--- src/verilog/bput_regs.svh ---
// Register offsets, field positions, reset values and timing counts of the basic up-count timer.
// Assumes it is included by its bare name from files that need these constants.
`ifndef BPUT_REGS_SVH
`define BPUT_REGS_SVH

// ****************************************************************
// Register byte offsets.
// ****************************************************************
`define BPUT_OFS_CTRL_ONE 6'h00
`define BPUT_OFS_CTRL_TWO 6'h04
`define BPUT_OFS_DMA_IRQ_EN 6'h0C
`define BPUT_OFS_IRQ_STATUS 6'h10
`define BPUT_OFS_SOFT_EVENT 6'h14
`define BPUT_OFS_COUNT_VALUE 6'h24
`define BPUT_OFS_DIVIDER 6'h28
`define BPUT_OFS_PERIOD 6'h2C

// ****************************************************************
// Field positions.
// ****************************************************************
`define BPUT_BIT_TIMER_RUN 0
`define BPUT_BIT_OVF_INHIBIT 1
`define BPUT_BIT_OVF_SRC_SEL 2
`define BPUT_BIT_ONE_CYCLE 3
`define BPUT_BIT_PERIOD_BUF 7
`define BPUT_MOS_LSB 4
`define BPUT_MOS_MSB 6
`define BPUT_BIT_OVF_IRQ_ON 0
`define BPUT_BIT_OVF_DMA_ON 8
`define BPUT_BIT_OVF_FLAG 0
`define BPUT_BIT_SOFT_TRIG 0

// ****************************************************************
// Reset values.
// ****************************************************************
`define BPUT_RST_REG16 16'h0000
`define BPUT_RST_MOS 3'h0

// ****************************************************************
// Timing counts.
// ****************************************************************
`define BPUT_RUN_SYNC_CYCLES 1

`endif

--- src/verilog/bput_pkg.sv ---
// Types shared by the basic up-count timer modules.
// Assumes nothing of its surroundings.
package bput_pkg;

	// Master trigger output selection.
	typedef enum logic [2:0] {
		BPUT_MOS_RESET = 3'h0,
		BPUT_MOS_ENABLE = 3'h1,
		BPUT_MOS_UPDATE = 3'h2
	} bput_mos_e;

	// Bus transfer phase.
	typedef enum logic [0:0] {
		BPUT_BUS_WAIT = 1'h0,
		BPUT_BUS_ACK = 1'h1
	} bput_bus_e;

endpackage

--- src/verilog/bput_prescaler.sv ---
// Prescaler that issues one tick every divider plus one enabled clocks.
// Assumes one clock, a synchronous active-high reset and a clock enable.
`timescale 1ns/1ps
`default_nettype none
module bput_prescaler #(
	parameter int CNT_W = 16
) (
	input wire logic clk,
	input wire logic reset,
	input wire logic ce,
	input wire logic enable,
	input wire logic clear,
	input wire logic [CNT_W-1:0] divider,
	output logic tick
);
	logic [CNT_W-1:0] pre_r;

	// A tick marks the last clock of each divider period.
	assign tick = enable && (pre_r == divider);

	// Clear restarts the division from zero.
	always_ff @(posedge clk) begin
		if (reset) begin
			pre_r <= '0;
		end else if (ce) begin
			if (clear || tick) begin
				pre_r <= '0;
			end else if (enable) begin
				pre_r <= pre_r + 1'b1;
			end
		end
	end
endmodule
`default_nettype wire

--- src/verilog/bput_sync2.sv ---
// Two-stage synchroniser for one level that arrives from outside the clock domain.
// Assumes one clock, a synchronous active-high reset and a clock enable.
`timescale 1ns/1ps
`default_nettype none
module bput_sync2 (
	input wire logic clk,
	input wire logic reset,
	input wire logic ce,
	input wire logic async_in,
	output logic sync_out
);
	logic meta_r;

	// The first stage is read only by the second stage.
	always_ff @(posedge clk) begin
		if (reset) begin
			meta_r <= 1'b0;
			sync_out <= 1'b0;
		end else if (ce) begin
			meta_r <= async_in;
			sync_out <= meta_r;
		end
	end
endmodule
`default_nettype wire

--- src/verilog/bput_timer.sv ---
// Basic 16-bit up-count timer with its register file on an Avalon-MM slave port.
// Assumes one 200 MHz clock, a synchronous active-high reset and a slave reset level from outside.
//
// Behaviour
// - Control bit 7 selects buffered period writes.
// - One-cycle bit stops counting at overflow event.
// - Source bit limits events to counter overflow.
// - Inhibit bit suppresses every overflow event.
// - Soft trigger or slave reset clears counter, prescaler.
// - Master output select picks reset, enable, update.
// - Enable bit 8 gates DMA request per event.
// - Flag set per event; write zero clears.
// - Flag also set by trigger-caused events.
// - Writing one to soft event makes event.
// - Counting enable rises one clock after run bit, falls with it.
// - Buffered period and divider load at event.
// - Count zero to period per divider plus one.
// - Counter value reads current, write replaces it.
//
// The Avalon-MM register port and the register addresses were decided locally.
`timescale 1ns/1ps
`default_nettype none
`include "bput_regs.svh"
module bput_timer
	import bput_pkg::*;
#(
	parameter int CNT_W = 16
) (
	input wire logic clk,
	input wire logic reset,
	input wire logic ce,
	input wire logic [5:0] avs_address,
	input wire logic avs_read,
	input wire logic avs_write,
	input wire logic [31:0] avs_writedata,
	output logic [31:0] avs_readdata,
	output logic avs_waitrequest,
	input wire logic slave_reset_in,
	output logic irq,
	output logic dma_req,
	output logic master_trigger
);
	// ****************************************************************
	// Elaboration check.
	// ****************************************************************
	if (CNT_W < 2 || CNT_W > 16) begin : g_bad_width
		$error("bput_timer: CNT_W must lie between 2 and 16");
	end

	// ****************************************************************
	// Declarations.
	// ****************************************************************
	logic period_buffer_on_r, one_cycle_stop_r, overflow_source_sel_r, overflow_inhibit_r, timer_run_r;
	logic [2:0] master_out_select_r;
	logic overflow_dma_on_r, overflow_irq_on_r, overflow_flag_r;
	logic [CNT_W-1:0] count_r, divider_r, period_r, div_sh_r, period_sh_r;
	logic run_q_r;
	bput_bus_e bus_r;
	logic req, commit, wr_commit;
	logic slave_reset_s, slave_reset_d_r, slave_pulse;
	logic soft_trig, reinit, counting, tick, cnt_ovf, ovf_evt;
	logic [31:0] rd_nxt;

	// Decodes a byte address into a register hit.
	function automatic logic hit(input logic [5:0] addr, input logic [5:0] ofs);
		hit = ({addr[5:2], 2'b00} == ofs);
	endfunction

	// ****************************************************************
	// Avalon-MM slave handshake.
	// ****************************************************************
	assign req = avs_read || avs_write;
	assign commit = req && (bus_r == BPUT_BUS_ACK);
	assign wr_commit = commit && avs_write;

	// Every request waits one cycle, then is answered for exactly one cycle.
	always_ff @(posedge clk) begin
		if (reset) begin
			bus_r <= BPUT_BUS_WAIT;
			avs_waitrequest <= 1'b1;
		end else if (ce) begin
			if (req && bus_r == BPUT_BUS_WAIT) begin
				bus_r <= BPUT_BUS_ACK;
				avs_waitrequest <= 1'b0;
			end else begin
				bus_r <= BPUT_BUS_WAIT;
				avs_waitrequest <= 1'b1;
			end
		end
	end

	// Read multiplexer; reserved bits and unmapped addresses read as zero.
	always_comb begin
		rd_nxt = 32'h0000_0000;
		if (hit(avs_address, `BPUT_OFS_CTRL_ONE)) begin
			rd_nxt[`BPUT_BIT_PERIOD_BUF] = period_buffer_on_r;
			rd_nxt[`BPUT_BIT_ONE_CYCLE] = one_cycle_stop_r;
			rd_nxt[`BPUT_BIT_OVF_SRC_SEL] = overflow_source_sel_r;
			rd_nxt[`BPUT_BIT_OVF_INHIBIT] = overflow_inhibit_r;
			rd_nxt[`BPUT_BIT_TIMER_RUN] = timer_run_r;
		end else if (hit(avs_address, `BPUT_OFS_CTRL_TWO)) begin
			rd_nxt[`BPUT_MOS_MSB:`BPUT_MOS_LSB] = master_out_select_r;
		end else if (hit(avs_address, `BPUT_OFS_DMA_IRQ_EN)) begin
			rd_nxt[`BPUT_BIT_OVF_DMA_ON] = overflow_dma_on_r;
			rd_nxt[`BPUT_BIT_OVF_IRQ_ON] = overflow_irq_on_r;
		end else if (hit(avs_address, `BPUT_OFS_IRQ_STATUS)) begin
			rd_nxt[`BPUT_BIT_OVF_FLAG] = overflow_flag_r;
		end else if (hit(avs_address, `BPUT_OFS_COUNT_VALUE)) begin
			rd_nxt[CNT_W-1:0] = count_r;
		end else if (hit(avs_address, `BPUT_OFS_DIVIDER)) begin
			rd_nxt[CNT_W-1:0] = divider_r;
		end else if (hit(avs_address, `BPUT_OFS_PERIOD)) begin
			rd_nxt[CNT_W-1:0] = period_r;
		end
	end

	// Read data is captured in the waiting cycle and stands at the answering edge.
	always_ff @(posedge clk) begin
		if (reset) begin
			avs_readdata <= 32'h0000_0000;
		end else if (ce && req && bus_r == BPUT_BUS_WAIT) begin
			avs_readdata <= avs_read ? rd_nxt : 32'h0000_0000;
		end
	end

	// ****************************************************************
	// Event sources.
	// ****************************************************************
	bput_sync2 u_slave_sync (
		.clk(clk),
		.reset(reset),
		.ce(ce),
		.async_in(slave_reset_in),
		.sync_out(slave_reset_s)
	);

	// Rising edge of the synchronised slave reset level.
	always_ff @(posedge clk) begin
		if (reset) begin
			slave_reset_d_r <= 1'b0;
		end else if (ce) begin
			slave_reset_d_r <= slave_reset_s;
		end
	end

	assign slave_pulse = slave_reset_s && !slave_reset_d_r;
	assign soft_trig = wr_commit && hit(avs_address, `BPUT_OFS_SOFT_EVENT)
		&& avs_writedata[`BPUT_BIT_SOFT_TRIG];
	assign reinit = soft_trig || slave_pulse;
	assign counting = run_q_r && timer_run_r && (period_sh_r != '0);
	assign cnt_ovf = counting && tick && (count_r == period_sh_r) && !reinit;
	// Inhibit blocks all sources; the source bit drops the trigger sources.
	assign ovf_evt = !overflow_inhibit_r
		&& (cnt_ovf || (!overflow_source_sel_r && reinit));

	// ****************************************************************
	// Control registers.
	// ****************************************************************
	// Control one; a one-cycle stop at an event wins over the run bit.
	always_ff @(posedge clk) begin
		if (reset) begin
			period_buffer_on_r <= 1'b0;
			one_cycle_stop_r <= 1'b0;
			overflow_source_sel_r <= 1'b0;
			overflow_inhibit_r <= 1'b0;
			timer_run_r <= 1'b0;
		end else if (ce) begin
			if (wr_commit && hit(avs_address, `BPUT_OFS_CTRL_ONE)) begin
				period_buffer_on_r <= avs_writedata[`BPUT_BIT_PERIOD_BUF];
				one_cycle_stop_r <= avs_writedata[`BPUT_BIT_ONE_CYCLE];
				overflow_source_sel_r <= avs_writedata[`BPUT_BIT_OVF_SRC_SEL];
				overflow_inhibit_r <= avs_writedata[`BPUT_BIT_OVF_INHIBIT];
				timer_run_r <= avs_writedata[`BPUT_BIT_TIMER_RUN];
			end
			if (ovf_evt && one_cycle_stop_r) begin
				timer_run_r <= 1'b0;
			end
		end
	end

	// Control two and the DMA and interrupt enables.
	always_ff @(posedge clk) begin
		if (reset) begin
			master_out_select_r <= `BPUT_RST_MOS;
			overflow_dma_on_r <= 1'b0;
			overflow_irq_on_r <= 1'b0;
		end else if (ce && wr_commit) begin
			if (hit(avs_address, `BPUT_OFS_CTRL_TWO)) begin
				master_out_select_r <= avs_writedata[`BPUT_MOS_MSB:`BPUT_MOS_LSB];
			end
			if (hit(avs_address, `BPUT_OFS_DMA_IRQ_EN)) begin
				overflow_dma_on_r <= avs_writedata[`BPUT_BIT_OVF_DMA_ON];
				overflow_irq_on_r <= avs_writedata[`BPUT_BIT_OVF_IRQ_ON];
			end
		end
	end

	// Divider and period preload registers and their shadows.
	always_ff @(posedge clk) begin
		if (reset) begin
			divider_r <= CNT_W'(`BPUT_RST_REG16);
			period_r <= CNT_W'(`BPUT_RST_REG16);
			div_sh_r <= CNT_W'(`BPUT_RST_REG16);
			period_sh_r <= CNT_W'(`BPUT_RST_REG16);
		end else if (ce) begin
			if (wr_commit && hit(avs_address, `BPUT_OFS_DIVIDER)) begin
				divider_r <= avs_writedata[CNT_W-1:0];
			end
			if (wr_commit && hit(avs_address, `BPUT_OFS_PERIOD)) begin
				period_r <= avs_writedata[CNT_W-1:0];
			end
			if (!period_buffer_on_r || ovf_evt) begin
				div_sh_r <= divider_r;
				period_sh_r <= period_r;
			end
		end
	end

	// ****************************************************************
	// Counting.
	// ****************************************************************
	// Internal enable lags the run bit by one register stage.
	always_ff @(posedge clk) begin
		if (reset) begin
			run_q_r <= 1'b0;
		end else if (ce) begin
			run_q_r <= timer_run_r;
		end
	end

	bput_prescaler #(
		.CNT_W(CNT_W)
	) u_prescaler (
		.clk(clk),
		.reset(reset),
		.ce(ce),
		.enable(counting),
		.clear(reinit),
		.divider(div_sh_r),
		.tick(tick)
	);

	// Count up to the period, wrap to zero; trigger reinit beats a counter write.
	always_ff @(posedge clk) begin
		if (reset) begin
			count_r <= '0;
		end else if (ce) begin
			if (reinit) begin
				count_r <= '0;
			end else if (wr_commit && hit(avs_address, `BPUT_OFS_COUNT_VALUE)) begin
				count_r <= avs_writedata[CNT_W-1:0];
			end else if (cnt_ovf) begin
				count_r <= '0;
			end else if (counting && tick) begin
				count_r <= count_r + 1'b1;
			end
		end
	end

	// ****************************************************************
	// Flag, interrupt, DMA and master trigger.
	// ****************************************************************
	// Writing zero clears the flag, but a same-cycle event keeps it set.
	always_ff @(posedge clk) begin
		if (reset) begin
			overflow_flag_r <= 1'b0;
		end else if (ce) begin
			if (ovf_evt) begin
				overflow_flag_r <= 1'b1;
			end else if (wr_commit && hit(avs_address, `BPUT_OFS_IRQ_STATUS)
				&& !avs_writedata[`BPUT_BIT_OVF_FLAG]) begin
				overflow_flag_r <= 1'b0;
			end
		end
	end

	// Registered outputs.
	always_ff @(posedge clk) begin
		if (reset) begin
			irq <= 1'b0;
			dma_req <= 1'b0;
			master_trigger <= 1'b0;
		end else if (ce) begin
			irq <= overflow_flag_r && overflow_irq_on_r;
			dma_req <= ovf_evt && overflow_dma_on_r;
			unique case (master_out_select_r)
				BPUT_MOS_RESET: master_trigger <= reinit;
				BPUT_MOS_ENABLE: master_trigger <= counting;
				BPUT_MOS_UPDATE: master_trigger <= ovf_evt;
				default: master_trigger <= 1'b0;
			endcase
		end
	end
endmodule
`default_nettype wire
--- config.mk ---
export PLATFORM = sky130hd
export DESIGN_NAME = bput_timer
export DESIGN_NICKNAME = d
export VERILOG_FILES = /design/src/verilog/bput_pkg.sv /design/src/verilog/bput_prescaler.sv /design/src/verilog/bput_sync2.sv /design/src/verilog/bput_timer.sv
export VERILOG_INCLUDE_DIRS = /design/src /design/src/verilog
export SDC_FILE = /design/constraint.sdc
export NUM_CORES = 1
export LEC_CHECK = 0
export ABC_AREA = 1
export BUFFER_PORTS_ARGS = -buffer_cell sky130_fd_sc_hd__buf_4
export CAP_MARGIN = 40
export CORE_MARGIN = 3
export CORE_UTILIZATION = 30
export CTS_BUF_LIST = sky130_fd_sc_hd__clkbuf_4
export CTS_CLUSTER_SIZE = 28
export DETAILED_ROUTE_END_ITERATION = 10
export GPL_TIMING_DRIVEN = 0
export SYNTH_ARGS = -nofsm -noshare
export SYNTH_HDL_FRONTEND = slang
export SYNTH_SLANG_ARGS = --single-unit
--- constraint.sdc ---
create_clock -name clk -period 1.9 [get_ports clk]
set_input_delay 0.285 -clock clk [delete_from_list [all_inputs] [get_ports clk]]
set_output_delay 0.285 -clock clk [all_outputs]
set_load 0.05 [all_outputs]
==> flow_summary_export.csv <==
group,metric,value,unit
run_status,status,"finished with violations",
run_status,violations,"setup timing",
critical_path,critPathRequiredTime,2390,ps
drt,drtPass1Iterations,5,
floorplanning,fp.coreArea,22200,µm²
floorplanning,die_w,157,µm
finish,drive_above_1_share,0.265,
critical_path,path_max_fanout,6,
synthesis,synth_common_cells,"nand2_1 (261), dfxtp_1 (132), nor2_1 (120)",
global_route,grt_overflow,0,
finish,area.growth.synth_to_final,24.9,%
global_route,grtUsageTotal,0.175,
timing,hold_viol,0,
clock_network,clk-insertion-delay-late,580,ps
critical_path,arrival,2480,ps
clock_network,cts_htree_levels,4,
timing,setup_violations,30,
timing,finalCriticalPeriod,1990,ps
synthesis,syn_avg_cell_area,6.79,µm²
floorplanning,dieArea,24700,µm²
timing,rsz0062_at_grt,"yes",
floorplanning,initial_core_util,0.310,
synthesis,ys_warn_count,0,
synthesis,synth.top_cell.area_share,0.385,
timing,finClkSkew,28.7,ps
synthesis,synth_area_leaders,"dfxtp_1 (39%), nand2_1 (14%), nor2_1 (6.6%)",
power,vdd_drop_max,0.351,mV
drt,viasPerCell,4.91,
synthesis,async_flop_share,0,
timing,fmax,502,MHz
timing,max_slew_margin,0.422,
floorplanning,dieHeight,157,µm
critical_path,worstSetupEndpointType,"flip-flop",
timing,setup_slack,-90.4,ps
global_route,grt_max_degree,17,
drt,vias,6932,
finish,multi_input_area,3820,µm²
finish,regArea,2710,µm²
drt,final_antenna_net_count,0,
timing,tightest_slew,868,ps
clock_network,cts-root-buf,"clkbuf_4",
clock_network,cts_max_path_buffers,2,
global_route,antenna_found_initial,1,
clock_network,cts_buffers,17,
floorplanning,io_pins,80,
timing,whs,46.4,ps
power,power_leakage,3.35,nW
finish,fin_nets,1163,
flow_run,maxCapViolCount,0,
synthesis,synth_ff_type,"dfxtp_1",
critical_path,worst_path_most_repeated_cell,"nand2_1",
drt,drc,0,
critical_path,critPathSlowestCell,"dfxtp_4",
drt,wl_per_cell,15.6,µm
synthesis,yosys.cell_count.top_type,"nand2_1",
global_route,first_global_vias,6146,
critical_path,critPathKind,"reg2reg",
hold_path,worstHoldPathType,"in2reg",
placed_design,hpwl,16300,µm
timing,post-route-period-util,1.05,
critical_path,cp-start-kind,"flip-flop",
clock_network,path_clk_slew,120,ps
synthesis,ys_types,40,
synthesis,ys_ff_latch,132,
critical_path,cp_cell_sequence,"inv_2, nand2_1, nand2_1, nor2_2, nand2_1, nor2_2, nand2_2, nor2_4, nand2_4, nand2_4, nand3_4, nand2_8, clkbuf_16, nand2_2, a21oi_2",
synthesis,yosysTopAreaCell,"dfxtp_1",
clock_network,cts_tree,"built",
clock_network,clock_sinks,132,
synthesis,synth_edf_count,0,
global_route,grt_pass1_wl,33700,µm
placed_design,place_congestion,0.947,
power,cellPowerDensity,622,nW/µm²
timing,slew_viol_final,0,
drt,wirelength,22000,µm
synthesis,ys_seq_area_frac,0.385,
drt,drtIter0Drc,468,
synthesis,synthCells,1011,
finish,fillers,2373,
placed_design,portBuffers,43,
power,p_total,0.00533,W
synthesis,synthesis.area,6860,µm²
critical_path,crit_path_max_incr_delay,390,ps
floorplanning,std_cell_rows,54,
==> power by group <==
part | internal (W) | leakage [nW] | switching [W]
Combinational | 0.000189 | 2.12 | 0.000393
Clock | 0.000783 | 0.144 | 0.00118
Sequential | 0.00277 | 1.09 | 0.0000173
==> metal layers <==
layer | GRT usage | part of all wire
met1 | 0.242 | 0.45
met4 | 0.0612 | 0.026
met2 | 0.274 | 0.45
met5 | 0 | 0
met3 | 0.0352 | 0.071
==> stage by stage <==
step	instances	setup TNS, ps	area (µm²)	utilization	worst slack (ps)
global placement	1349	-26540	7590	0.342	-565
finish	1411	-1820	8570	0.387	-90.4
detailed placement	1349	-28570	7590	0.342	-620
CTS	1401	-764	8200	0.370	-44.4
global route	1411	-5640	8570	0.387	-196
floorplan	1026	0	6920	-	200
==> final timing paths <==
path	cells after the start	slack (ps)	start	to
setup reg to reg	15	-90	u_prescaler.pre_r[2]$_SDFFE_PP0P_	div_sh_r[1]$_SDFFE_PP0P_
setup / recovery	15	-90	u_prescaler.pre_r[2]$_SDFFE_PP0P_	div_sh_r[1]$_SDFFE_PP0P_
hold / removal	3	50	avs_writedata[13]	divider_r[13]$_SDFFE_PP0P_
hold reg to reg	2	460	period_r[6]$_SDFFE_PP0P_	period_sh_r[6]$_SDFFE_PP0P_
==> cells in the final DEF, fill, tap and decap left out, types with 8 or more instances in the layout <==
| master | instances |
|---|---|
| dfxtp_1 | 95 |
| a21oi_2 | 35 |
| inv_2 | 17 |
| nand2_1 | 250 |
| o211ai_1 | 9 |
| dfxtp_2 | 27 |
| nor2_2 | 12 |
| nand4_1 | 11 |
| nand3_1 | 63 |
| clkbuf_4 | 19 |
| clkbuf_1 | 21 |
| o21ai_0 | 59 |
| dfxtp_4 | 10 |
| nand2_2 | 35 |
| nand3_2 | 8 |
| buf_4 | 73 |
| xor2_1 | 8 |
| nor2_1 | 108 |
| dlygate4sd3_1 | 15 |
| nand2_4 | 9 |
| a21oi_1 | 59 |
| conb_1 | 16 |
| inv_1 | 78 |
==> flip-flops by register name (all words and copies together) (netlist names), 3 cells and up <==
name and count:
divider_r 16, u_prescaler.pre_r 16, div_sh_r 16, count_r 16
avs_readdata 16, master_out_select_r 3, period_sh_r 16, period_r 16
==> logic make-up (layout without fill, tap and decap cells) <==
logic type,after synthesis,in the layout,share of synthesized area
adder cells (fa/ha/maj),2,2,0.00365
buffers and inverters,158,262,0.105
other,1,17,0.000547
flip-flops,132,132,0.385
AND/OR/NAND/NOR,515,515,0.322
AO/OA/AOI/OAI,190,190,0.168
XOR/XNOR,13,13,0.0166
==> timing repair <==
item | 4_1_cts | 5_1_grt
pin swaps | 4 | 12
hold endpoints to repair | 24 | 1
hold buffers | 14 | 1
gates resized for setup | 51 | 105
gates cloned | 1 | 2
buffers inserted | 6 | 7
endpoints found under the setup margin | 87 | 89
==> critical path: cells and delay by family (launching register included) <==
| kind | cells | cell delay [ps] |
|---|---|---|
| flops | 1 | 390 |
| compound gates | 1 | 100 |
| simple gates | 12 | 1200 |
| buf+inv | 2 | 210 |
==> final cells by class <==
class	instances	area share
buffer	59	0.0454
tap	280	0.0409
clock inverter	15	0.0182
multi-input combinational	736	0.446
clock buffer	17	0.0149
antenna	1	0.000292
timing repair buffer	73	0.0736
inverter	97	0.0432
sequential	132	0.317
timing repair inverter	1	0.000876
Power figures use the tool's default switching activity.
